<file path="src/shared/tsx_pkg.sv">
// shared constants, codes and carriers of the trigger sequencer step executor
package tsx_pkg;

  // ************************************************************
  // register offsets (byte addresses on the apb bus)
  // ************************************************************
  localparam logic [7:0] OFS_CTRL = 8'h00;
  localparam logic [7:0] OFS_STATUS = 8'h04;
  localparam logic [7:0] OFS_ADJUST = 8'h08;
  localparam logic [7:0] OFS_HOLD = 8'h0c;
  localparam logic [7:0] OFS_C0LIM = 8'h10;
  localparam logic [7:0] OFS_C1LIM = 8'h14;
  localparam logic [7:0] OFS_T0LIM = 8'h18;
  localparam logic [7:0] OFS_T1LIM = 8'h1c;
  localparam logic [7:0] OFS_SDLIM = 8'h20;
  localparam logic [7:0] OFS_LIT0 = 8'h24;
  localparam logic [7:0] OFS_BTE = 8'h28;
  localparam logic [7:0] OFS_CNT0 = 8'h2c;
  localparam logic [7:0] OFS_CNT1 = 8'h30;
  localparam logic [7:0] OFS_CHSEL = 8'h34;
  localparam logic [7:0] OFS_QUEUE = 8'h40;

  // ************************************************************
  // field positions and reset values
  // ************************************************************
  localparam int CTRL_RUN_BIT = 0;
  localparam int CTRL_SWT_BIT = 1;
  localparam int STAT_BUSY_BIT = 0;
  localparam int STAT_WAIT_BIT = 1;
  localparam int STAT_SDEN_BIT = 2;
  localparam int STAT_IDX_LSB = 8;
  localparam logic [31:0] RST_VALUE = 32'h0000_0000;
  localparam logic [7:0] RST_STEP = 8'h00;

  // ************************************************************
  // step layout: command in [7:4], option in [3:0]
  // ************************************************************
  localparam int STEP_CMD_LSB = 4;
  localparam logic [3:0] CMD_CONTROL = 4'h0;
  localparam logic [3:0] CMD_ADDCOPY = 4'h1;

  localparam logic [3:0] OPT_SD_OFF = 4'h2;
  localparam logic [3:0] OPT_SD_ON = 4'h6;
  localparam logic [3:0] OPT_WAIT_T0 = 4'h8;
  localparam logic [3:0] OPT_WAIT_T1 = 4'h9;
  localparam logic [3:0] OPT_WAIT_SWT = 4'hb;
  localparam logic [3:0] OPT_CHSEL_C0 = 4'hc;
  localparam logic [3:0] OPT_CHSEL_C1 = 4'hd;
  localparam logic [3:0] OPT_CHSEL_L0 = 4'he;
  localparam logic [3:0] OPT_BCAST = 4'hf;

  // low three option bits select the target of add and copy steps
  localparam logic [2:0] TGT_C0LIM = 3'h0;
  localparam logic [2:0] TGT_C1LIM = 3'h1;
  localparam logic [2:0] TGT_T0LIM = 3'h2;
  localparam logic [2:0] TGT_T1LIM = 3'h3;
  localparam logic [2:0] TGT_SDLIM = 3'h4;
  localparam logic [2:0] TGT_LIT0 = 3'h5;

  // ************************************************************
  // sequencer states
  // ************************************************************
  typedef enum logic [5:0] {
    ST_IDLE = 6'b000001,
    ST_EXEC = 6'b000010,
    ST_WAIT_T0 = 6'b000100,
    ST_WAIT_T1 = 6'b001000,
    ST_WAIT_SWT = 6'b010000,
    ST_DELAY = 6'b100000
  } tsx_state_t;

  // ************************************************************
  // apb carriers
  // ************************************************************
  typedef struct packed {
    logic psel;
    logic penable;
    logic pwrite;
    logic [7:0] paddr;
    logic [31:0] pwdata;
  } tsx_apb_req_t;

  typedef struct packed {
    logic pready;
    logic pslverr;
    logic [31:0] prdata;
  } tsx_apb_rsp_t;

endpackage

</file>
<file path="src/hdl/tsx_step_exec.sv">
// step executor of the trigger sequencer with its apb register file
// Functional notes
// - control 0010 disables the step delay
// - control 0110 enables the step delay
// - control 1000 runs timer 0 until limit
// - control 1001 runs timer 1 until limit
// - control 1011 waits for software trigger rise
// - control 1100/1101 load channel select from counter
// - control 1110 loads channel select from literal
// - control 1111 pulses enabled broadcast triggers
// - add 0000/0001 adjusts counter limits
// - add 0010/0011 adjusts timer limits
// - add 0100/0101 adjusts delay limit, literal
// - copy 1000/1001 loads counter limits from hold
// - copy 1010/1011 loads timer limits from hold
// - copy 1100/1101 loads delay limit, literal
// - reserved codes consume step, change nothing
`timescale 1ns/1ps
module tsx_step_exec
  import tsx_pkg::*;
#(
  parameter int DW = 16,
  parameter int NTRIG = 16,
  parameter int DEPTH = 16
) (
  // clock and reset
  input wire logic CLK_SYS,
  input wire logic ARST_N,
  // apb register bus
  input tsx_pkg::tsx_apb_req_t APB_REQ,
  output tsx_pkg::tsx_apb_rsp_t APB_RSP,
  // adc and trigger consumers
  output logic [DW-1:0] ADC_CHSEL,
  output logic ADC_CHSEL_LOAD,
  output logic [NTRIG-1:0] TRIG_OUT
);

  localparam int QAW = $clog2(DEPTH);

  // ************************************************************
  // state
  // ************************************************************
  tsx_state_t state, next_state;
  logic [QAW-1:0] idx, next_idx;
  logic run, next_run;
  logic swt, next_swt;
  logic swt_prev;
  logic sd_en, next_sd_en;
  logic [DW-1:0] adj, next_adj;
  logic [DW-1:0] hold, next_hold;
  logic [DW-1:0] c0lim, next_c0lim;
  logic [DW-1:0] c1lim, next_c1lim;
  logic [DW-1:0] t0lim, next_t0lim;
  logic [DW-1:0] t1lim, next_t1lim;
  logic [DW-1:0] sdlim, next_sdlim;
  logic [DW-1:0] lit0, next_lit0;
  logic [DW-1:0] cnt0, next_cnt0;
  logic [DW-1:0] cnt1, next_cnt1;
  logic [NTRIG-1:0] bte, next_bte;
  logic [DW-1:0] next_chsel;
  logic next_chsel_load;
  logic [NTRIG-1:0] next_trig;
  logic [7:0] queue [DEPTH];
  logic [7:0] next_queue [DEPTH];
  tsx_apb_rsp_t next_rsp;

  logic t0_start, t1_start, sd_start;
  logic t0_hit, t1_hit, sd_hit;
  logic [7:0] step;
  logic [3:0] cmd, opt;
  logic apb_wr, apb_rd, q_hit, advance;
  logic [QAW-1:0] q_addr;

  // ************************************************************
  // timers
  // ************************************************************
  tsx_step_timer #(.DW(DW)) u_timer0 (
    .clk(CLK_SYS),
    .arst_n(ARST_N),
    .start(t0_start),
    .limit(t0lim),
    .hit(t0_hit)
  );

  tsx_step_timer #(.DW(DW)) u_timer1 (
    .clk(CLK_SYS),
    .arst_n(ARST_N),
    .start(t1_start),
    .limit(t1lim),
    .hit(t1_hit)
  );

  tsx_step_timer #(.DW(DW)) u_delay (
    .clk(CLK_SYS),
    .arst_n(ARST_N),
    .start(sd_start),
    .limit(sdlim),
    .hit(sd_hit)
  );

  // ************************************************************
  // apb decode
  // ************************************************************
  // one wait state so read data and pready come straight from flops
  assign apb_wr = APB_REQ.psel & APB_REQ.penable & APB_REQ.pwrite & APB_RSP.pready;
  assign apb_rd = APB_REQ.psel & APB_REQ.penable & ~APB_RSP.pready;
  assign q_hit = (APB_REQ.paddr[1:0] == 2'h0) && (APB_REQ.paddr >= OFS_QUEUE) &&
                 (int'(APB_REQ.paddr) < int'(OFS_QUEUE) + 4 * DEPTH);
  assign q_addr = APB_REQ.paddr[QAW+1:2];

  always_comb begin
    next_rsp = APB_RSP;
    next_rsp.pready = apb_rd;
    if (apb_rd) begin
      next_rsp.pslverr = 1'b0;
      next_rsp.prdata = RST_VALUE;
      unique case (APB_REQ.paddr)
        OFS_CTRL: begin
          next_rsp.prdata[CTRL_RUN_BIT] = run;
          next_rsp.prdata[CTRL_SWT_BIT] = swt;
        end
        OFS_STATUS: begin
          next_rsp.prdata[STAT_BUSY_BIT] = (state != ST_IDLE);
          next_rsp.prdata[STAT_WAIT_BIT] = (state == ST_WAIT_T0) ||
            (state == ST_WAIT_T1) || (state == ST_WAIT_SWT);
          next_rsp.prdata[STAT_SDEN_BIT] = sd_en;
          next_rsp.prdata[STAT_IDX_LSB +: QAW] = idx;
        end
        OFS_ADJUST: next_rsp.prdata[DW-1:0] = adj;
        OFS_HOLD: next_rsp.prdata[DW-1:0] = hold;
        OFS_C0LIM: next_rsp.prdata[DW-1:0] = c0lim;
        OFS_C1LIM: next_rsp.prdata[DW-1:0] = c1lim;
        OFS_T0LIM: next_rsp.prdata[DW-1:0] = t0lim;
        OFS_T1LIM: next_rsp.prdata[DW-1:0] = t1lim;
        OFS_SDLIM: next_rsp.prdata[DW-1:0] = sdlim;
        OFS_LIT0: next_rsp.prdata[DW-1:0] = lit0;
        OFS_BTE: next_rsp.prdata[NTRIG-1:0] = bte;
        OFS_CNT0: next_rsp.prdata[DW-1:0] = cnt0;
        OFS_CNT1: next_rsp.prdata[DW-1:0] = cnt1;
        OFS_CHSEL: next_rsp.prdata[DW-1:0] = ADC_CHSEL;
        default: begin
          if (q_hit) begin
            next_rsp.prdata[7:0] = queue[q_addr];
          end else begin
            next_rsp.pslverr = 1'b1;
          end
        end
      endcase
    end
  end

  // ************************************************************
  // register file and step engine
  // ************************************************************
  assign step = queue[idx];
  assign cmd = step[STEP_CMD_LSB +: 4];
  assign opt = step[3:0];

  always_comb begin
    next_state = state;
    next_idx = idx;
    next_run = run;
    next_swt = swt;
    next_sd_en = sd_en;
    next_adj = adj;
    next_hold = hold;
    next_c0lim = c0lim;
    next_c1lim = c1lim;
    next_t0lim = t0lim;
    next_t1lim = t1lim;
    next_sdlim = sdlim;
    next_lit0 = lit0;
    next_cnt0 = cnt0;
    next_cnt1 = cnt1;
    next_bte = bte;
    next_chsel = ADC_CHSEL;
    next_chsel_load = 1'b0;
    next_trig = '0;
    next_queue = queue;
    t0_start = 1'b0;
    t1_start = 1'b0;
    sd_start = 1'b0;
    advance = 1'b0;

    // software writes first, so a step landing in the same cycle wins
    if (apb_wr) begin
      unique case (APB_REQ.paddr)
        OFS_CTRL: begin
          next_run = APB_REQ.pwdata[CTRL_RUN_BIT];
          next_swt = APB_REQ.pwdata[CTRL_SWT_BIT];
        end
        OFS_ADJUST: next_adj = APB_REQ.pwdata[DW-1:0];
        OFS_HOLD: next_hold = APB_REQ.pwdata[DW-1:0];
        OFS_C0LIM: next_c0lim = APB_REQ.pwdata[DW-1:0];
        OFS_C1LIM: next_c1lim = APB_REQ.pwdata[DW-1:0];
        OFS_T0LIM: next_t0lim = APB_REQ.pwdata[DW-1:0];
        OFS_T1LIM: next_t1lim = APB_REQ.pwdata[DW-1:0];
        OFS_SDLIM: next_sdlim = APB_REQ.pwdata[DW-1:0];
        OFS_LIT0: next_lit0 = APB_REQ.pwdata[DW-1:0];
        OFS_BTE: next_bte = APB_REQ.pwdata[NTRIG-1:0];
        OFS_CNT0: next_cnt0 = APB_REQ.pwdata[DW-1:0];
        OFS_CNT1: next_cnt1 = APB_REQ.pwdata[DW-1:0];
        default: begin
          if (q_hit) begin
            next_queue[q_addr] = APB_REQ.pwdata[7:0];
          end
        end
      endcase
    end

    unique case (state)
      ST_IDLE: begin
        if (run) begin
          next_idx = '0;
          next_state = ST_EXEC;
        end
      end
      ST_EXEC: begin
        advance = 1'b1;
        if (cmd == CMD_CONTROL) begin
          case (opt)
            OPT_SD_OFF: next_sd_en = 1'b0;
            OPT_SD_ON: next_sd_en = 1'b1;
            OPT_WAIT_T0: begin
              t0_start = 1'b1;
              advance = 1'b0;
              next_state = ST_WAIT_T0;
            end
            OPT_WAIT_T1: begin
              t1_start = 1'b1;
              advance = 1'b0;
              next_state = ST_WAIT_T1;
            end
            OPT_WAIT_SWT: begin
              advance = 1'b0;
              next_state = ST_WAIT_SWT;
            end
            OPT_CHSEL_C0: begin
              next_chsel = cnt0;
              next_chsel_load = 1'b1;
            end
            OPT_CHSEL_C1: begin
              next_chsel = cnt1;
              next_chsel_load = 1'b1;
            end
            OPT_CHSEL_L0: begin
              next_chsel = lit0;
              next_chsel_load = 1'b1;
            end
            OPT_BCAST: next_trig = bte;
            default: ;
          endcase
        end else if (cmd == CMD_ADDCOPY && !opt[3]) begin
          case (opt[2:0])
            TGT_C0LIM: next_c0lim = c0lim + adj;
            TGT_C1LIM: next_c1lim = c1lim + adj;
            TGT_T0LIM: next_t0lim = t0lim + adj;
            TGT_T1LIM: next_t1lim = t1lim + adj;
            TGT_SDLIM: next_sdlim = sdlim + adj;
            TGT_LIT0: next_lit0 = lit0 + adj;
            default: ;
          endcase
        end else if (cmd == CMD_ADDCOPY) begin
          case (opt[2:0])
            TGT_C0LIM: next_c0lim = hold;
            TGT_C1LIM: next_c1lim = hold;
            TGT_T0LIM: next_t0lim = hold;
            TGT_T1LIM: next_t1lim = hold;
            TGT_SDLIM: next_sdlim = hold;
            TGT_LIT0: next_lit0 = hold;
            default: ;
          endcase
        end
        // any other command is consumed as an empty step
      end
      ST_WAIT_T0: advance = t0_hit;
      ST_WAIT_T1: advance = t1_hit;
      // edge must occur while waiting; an earlier rise is not remembered
      ST_WAIT_SWT: advance = swt & ~swt_prev;
      ST_DELAY: begin
        if (sd_hit) begin
          next_state = ST_EXEC;
        end
      end
    endcase

    if (advance) begin
      next_idx = idx + 1'b1;
      if (next_sd_en) begin
        sd_start = 1'b1;
        next_state = ST_DELAY;
      end else begin
        next_state = ST_EXEC;
      end
    end

    // clearing run aborts any wait or delay in progress; a step already in ST_EXEC still takes effect
    if (!run && state != ST_IDLE) begin
      next_state = ST_IDLE;
    end
  end

  always_ff @(posedge CLK_SYS or negedge ARST_N) begin
    if (!ARST_N) begin
      state <= ST_IDLE;
      idx <= '0;
      run <= 1'b0;
      swt <= 1'b0;
      swt_prev <= 1'b0;
      sd_en <= 1'b0;
      adj <= '0;
      hold <= '0;
      c0lim <= '0;
      c1lim <= '0;
      t0lim <= '0;
      t1lim <= '0;
      sdlim <= '0;
      lit0 <= '0;
      cnt0 <= '0;
      cnt1 <= '0;
      bte <= '0;
      ADC_CHSEL <= '0;
      ADC_CHSEL_LOAD <= 1'b0;
      TRIG_OUT <= '0;
      APB_RSP <= '0;
      for (int i = 0; i < DEPTH; i++) begin
        queue[i] <= RST_STEP;
      end
    end else begin
      state <= next_state;
      idx <= next_idx;
      run <= next_run;
      swt <= next_swt;
      swt_prev <= swt;
      sd_en <= next_sd_en;
      adj <= next_adj;
      hold <= next_hold;
      c0lim <= next_c0lim;
      c1lim <= next_c1lim;
      t0lim <= next_t0lim;
      t1lim <= next_t1lim;
      sdlim <= next_sdlim;
      lit0 <= next_lit0;
      cnt0 <= next_cnt0;
      cnt1 <= next_cnt1;
      bte <= next_bte;
      ADC_CHSEL <= next_chsel;
      ADC_CHSEL_LOAD <= next_chsel_load;
      TRIG_OUT <= next_trig;
      APB_RSP <= next_rsp;
      queue <= next_queue;
    end
  end

endmodule // tsx_step_exec

</file>
<file path="src/hdl/tsx_step_timer.sv">
// one-shot up-counter that flags a match against a live limit
`timescale 1ns/1ps
module tsx_step_timer #(
  parameter int DW = 16
) (
  // clock and reset
  input wire logic clk,
  input wire logic arst_n,
  // control
  input wire logic start,
  input wire logic [DW-1:0] limit,
  // status
  output logic hit
);

  logic [DW-1:0] cnt;
  logic running;
  logic [DW-1:0] next_cnt;
  logic next_running;
  logic next_hit;

  // limit is compared live, so an apb write may retune a running timer
  always_comb begin
    next_cnt = cnt;
    next_running = running;
    next_hit = hit;
    if (start) begin
      next_cnt = '0;
      next_running = 1'b1;
      next_hit = 1'b0;
    end else if (running) begin
      if (cnt == limit) begin
        next_running = 1'b0;
        next_hit = 1'b1;
      end else begin
        next_cnt = cnt + 1'b1;
      end
    end
  end

  always_ff @(posedge clk or negedge arst_n) begin
    if (!arst_n) begin
      cnt <= '0;
      running <= 1'b0;
      hit <= 1'b0;
    end else begin
      cnt <= next_cnt;
      running <= next_running;
      hit <= next_hit;
    end
  end

endmodule // tsx_step_timer

</file>
<file path="config.mk">
export PLATFORM = sky130hd
export DESIGN_NAME = tsx_step_exec
export DESIGN_NICKNAME = d
export VERILOG_FILES = /design/src/shared/tsx_pkg.sv /design/src/hdl/tsx_step_exec.sv /design/src/hdl/tsx_step_timer.sv
export SDC_FILE = /design/constraint.sdc
export NUM_CORES = 1
export LEC_CHECK = 0
export BUFFER_PORTS_ARGS = -buffer_cell sky130_fd_sc_hd__buf_2
export CAP_MARGIN = 20
export CORE_MARGIN = 3
export CORE_UTILIZATION = 45
export DETAILED_ROUTE_END_ITERATION = 12
export GPL_TIMING_DRIVEN = 0
export HOLD_SLACK_MARGIN = 0.03
export SETUP_SLACK_MARGIN = 0.2
export SLEW_MARGIN = 20
export SYNTH_ARGS = -nofsm -noshare
export SYNTH_HDL_FRONTEND = slang
export SYNTH_HIERARCHICAL = 1
export SYNTH_SLANG_ARGS = --single-unit
</file>
<file path="constraint.sdc">
create_clock -name CLK_SYS -period 5 [get_ports CLK_SYS]
set_clock_uncertainty 0.2 [all_clocks]
set_input_delay 0.5 -clock CLK_SYS [delete_from_list [all_inputs] [get_ports CLK_SYS]]
set_output_delay 0.5 -clock CLK_SYS [all_outputs]
set_load 0.01 [all_outputs]
</file>
==> flow_summary_export.csv <==
group,metric,value,unit
synth,yosysUniqueCellTypes,94,
layout,final_nets,2889,
synth,synth-seq-cells,423,
drt,drtIter0Drc,3224,
pwr,power_density,262,nW/um^2
die,die_h,250,um
clock_tree,clockRootBuffer,"clkbuf_16",
pwr,ir_drop,331,uV
synth,synth-edff-count,0,
pwr,leakagePower,13.6,nW
placed_design,io_buffers,67,
outcome,run_status,"complete, no violations",
timing,finalSetupViolCount,0,
placed_design,place_area,28300,sq um
global_routing,grt_first_pass_wirelength,157,mm
drt,ant_nets,0,
clock_tree,clk_pin_slew,0.06,ns
synth,syn_area_per_cell,10.3,sq um
worst_setup_path,cp.arrival,5.00,ns
layout,nFillCells,5228,
pwr,report.power.total,7.93,mW
die,fp.dieW,250,um
layout,area_growth,12.8,%
global_routing,grt_pass1_vias,23195,
synth,yosysMostFrequentCell,"dfrtp_1",
placed_design,dpl.cell_count,3455,
synth,synthCells,2598,
global_routing,antenna_found_initial,6,
placed_design,gp_congestion,1.05,
clock_tree,cts_num_sinks,423,
clock_tree,cts-htree-levels,2,
synth,synth_warnings,6,
clock_tree,numCtsBuffers,49,
timing,tightestPinTransition,1.25,ns
die,ios,112,
synth,synth_top_area_share,39.4,%
synth,syn_area,26800,sq um
synth,async_flop_share,100,%
global_routing,grt_max_degree,96,
drt,routedWlPerCell,30.8,um
die,die-area,62500,sq um
timing,hold_viol_final,0,
die,start_util,46.0,%
layout,final_util,51.9,%
drt,drcViolationCount,0,
drt,avgViaCountPerCell,6.72,
timing,layout_min_cycle_time,4.71,ns
synth,synth.area.top_cells,"dfrtp_1, mux2_2, mux4_2",
layout,fin_cells,3550,
synth,yosysTopAreaCell,"dfrtp_1",
timing,slew_viol_final,0,
global_routing,grt.total_usage,33.9,%
worst_setup_path,start_kind,"register",
global_routing,grt-ovfl-total,0,
placed_design,place_hpwl,80.4,mm
timing,rsz0062_at_grt,"no",
layout,drive_above_1_share,19.7,%
flow_run,maxCapViolCount,0,
die,core_area,58200,sq um
worst_setup_path,criticalPathCategory,"register to register",
timing,clock.fmax,212,MHz
clock_tree,cts_tree,"done",
clock_tree,cts_setup_buffers,0,
worst_setup_path,worst_ep_required_time,5.28,ns
worst_setup_path,max_stage_delay,0.84,ns
synth,ys.flop_type,"dfrtp_1",
die,rows,88,
drt,dr.pass1.iters,9,
worst_setup_path,path_common_cell,"clkbuf_1",
clock_tree,clk_latency,0.66,ns
hold_path,hold_class,"input port to register",
timing,fin_crit_sh,94.2,%
worst_setup_path,path_cells,"inv_1 -> nor2_2 -> a221o_1 -> clkbuf_1 -> clkbuf_1 -> clkbuf_1 -> o21ai_0 -> nor2_1 -> a21oi_1",
clock_tree,clockBufferDepth,3,
worst_setup_path,slowest_stage,"clkbuf_1",
worst_setup_path,critPathCaptureType,"register",
drt,wl,109,mm
timing,maxSlewHeadroom,16.6,%
layout,post-route-cell-area,30200,sq um
synth,synth_common_cells,"dfrtp_1, mux2_2, nand2_1, a21oi_1, nor2_1",
synth,synth-seq-area-share,39.5,%
worst_setup_path,cp_max_fo,10,
drt,vias,23841,
[cell type report]
cell class                 count  area, sq um  area share, %
multi-input combinational   1971        15400           50.8
sequential                   423        10600           35.0
clock buffer                  64         1380           4.57
tap                          765          957           3.17
buffer                       176          823           2.72
timing repair buffer          80          529           1.75
clock inverter                24          414           1.37
inverter                      43          161          0.534
antenna                        4         10.0         0.0331
[per-stage QoR]
stage	worst slack, ns	TNS [ns]	hold WS (ns)
floorplan	1.54	0	0.00441
CTS	0.237	0	0.0782
detailed placement	0.111	0	0.248
global placement	-5.61	-2343.99	0.238
global route	0.273	0	0.134
finish	0.288	0	0.0840
[where the power goes]
part | total [mW] | internal (mW) | switching [mW] | leakage, nW
registers | 3.48 | 3.45 | 0.0312 | 5.60
logic | 0.401 | 0.117 | 0.284 | 7.14
clock network | 4.05 | 2.43 | 1.62 | 0.889
[cell usage in the layout, fill, tap and decap left out, drive strengths merged, types with 15 or more instances in the layout]
master	count
a221oi	29
dfrtp	422
nor2	147
a21o	28
nand2	202
or4	25
mux4	62
buf	145
clkbuf	172
o21a	16
mux2i	70
nand2b	15
a22oi	62
and3	23
a211oi	30
nand4	36
o21ai	145
xor2	38
conb	16
and2	33
a22o	25
xnor2	92
ha	94
nor3	52
inv	45
nor4	17
mux2	239
o31ai	31
nor2b	25
or3	28
nand3	46
a21oi	164
a31oi	32
[flip-flops by register name, indices dropped and copies added, names as in the netlist, 4 cells and up]
register	count
c0lim	16
ADC_CHSEL	16
u_timer1/cnt	16
cnt0	16
idx	4
c1lim	16
state	6
t1lim	16
u_timer0/cnt	16
TRIG_OUT	16
cnt1	16
adj	16
bte	16
hold	16
lit0	16
sdlim	16
queue	128
APB_RSP	18
u_delay/cnt	16
t0lim	16
[worst paths after layout]
check	from	endpoint	slack [ns]	cells past startpoint
max	idx[3]$_DFFE_PN0P_	sdlim[1]$_DFF_PN0_	0.29	9
min	APB_REQ[13]	lit0[13]$_DFF_PN0_	0.08	4
max reg2reg	idx[3]$_DFFE_PN0P_	sdlim[1]$_DFF_PN0_	0.29	9
min reg2reg	swt$_DFFE_PN0P_	swt_prev$_DFF_PN0_	0.25	0
max in group asynchronous	ARST_N	TRIG_OUT[7]$_DFF_PN0_	2.58	5
min in group asynchronous	ARST_N	u_timer1/cnt[11]$_DFFE_PN0P_	0.25	2
[layer usage]
metal	global-route usage, %	vias up	part of all wire, %
li1	-	10088	-
met1	45.1	11846	40
met2	50.7	1526	43
met3	8.68	379	11
met4	18.3	2	6.7
met5	1.08	-	0.0092
[cell families (layout without fill, tap and decap cells)]
group | Yosys count | in the layout | synth area share, %
flops | 423 | 423 | 39.5
other cells | 1 | 20 | 0.0140
xor+xnor | 130 | 130 | 4.28
compound gates | 679 | 679 | 17.0
mux | 371 | 371 | 17.9
simple gates | 675 | 675 | 12.8
fa+ha+maj | 100 | 100 | 4.84
buf+inv | 219 | 387 | 3.66
[repair_timing]
| item | 4_1_cts | 5_1_grt |
|---|---|---|
| endpoints found under the setup margin | 10 | 62 |
| cloned | 0 | 0 |
| hold buffers | 3 | 0 |
| resized for setup | 1 | 6 |
| pin swaps | 0 | 1 |
| endpoints found under the hold margin | 66 | 0 |
[worst max-delay path, delay by kind of cell (launching register included)]
kind | cells | cell delay, ns
flip-flops | 1 | 0.72
AO/OA/AOI/OAI | 3 | 0.52
AND/OR/NAND/NOR | 2 | 0.62
buffers and inverters | 4 | 2.51
Note: power is estimated with default switching activity, not from simulation.
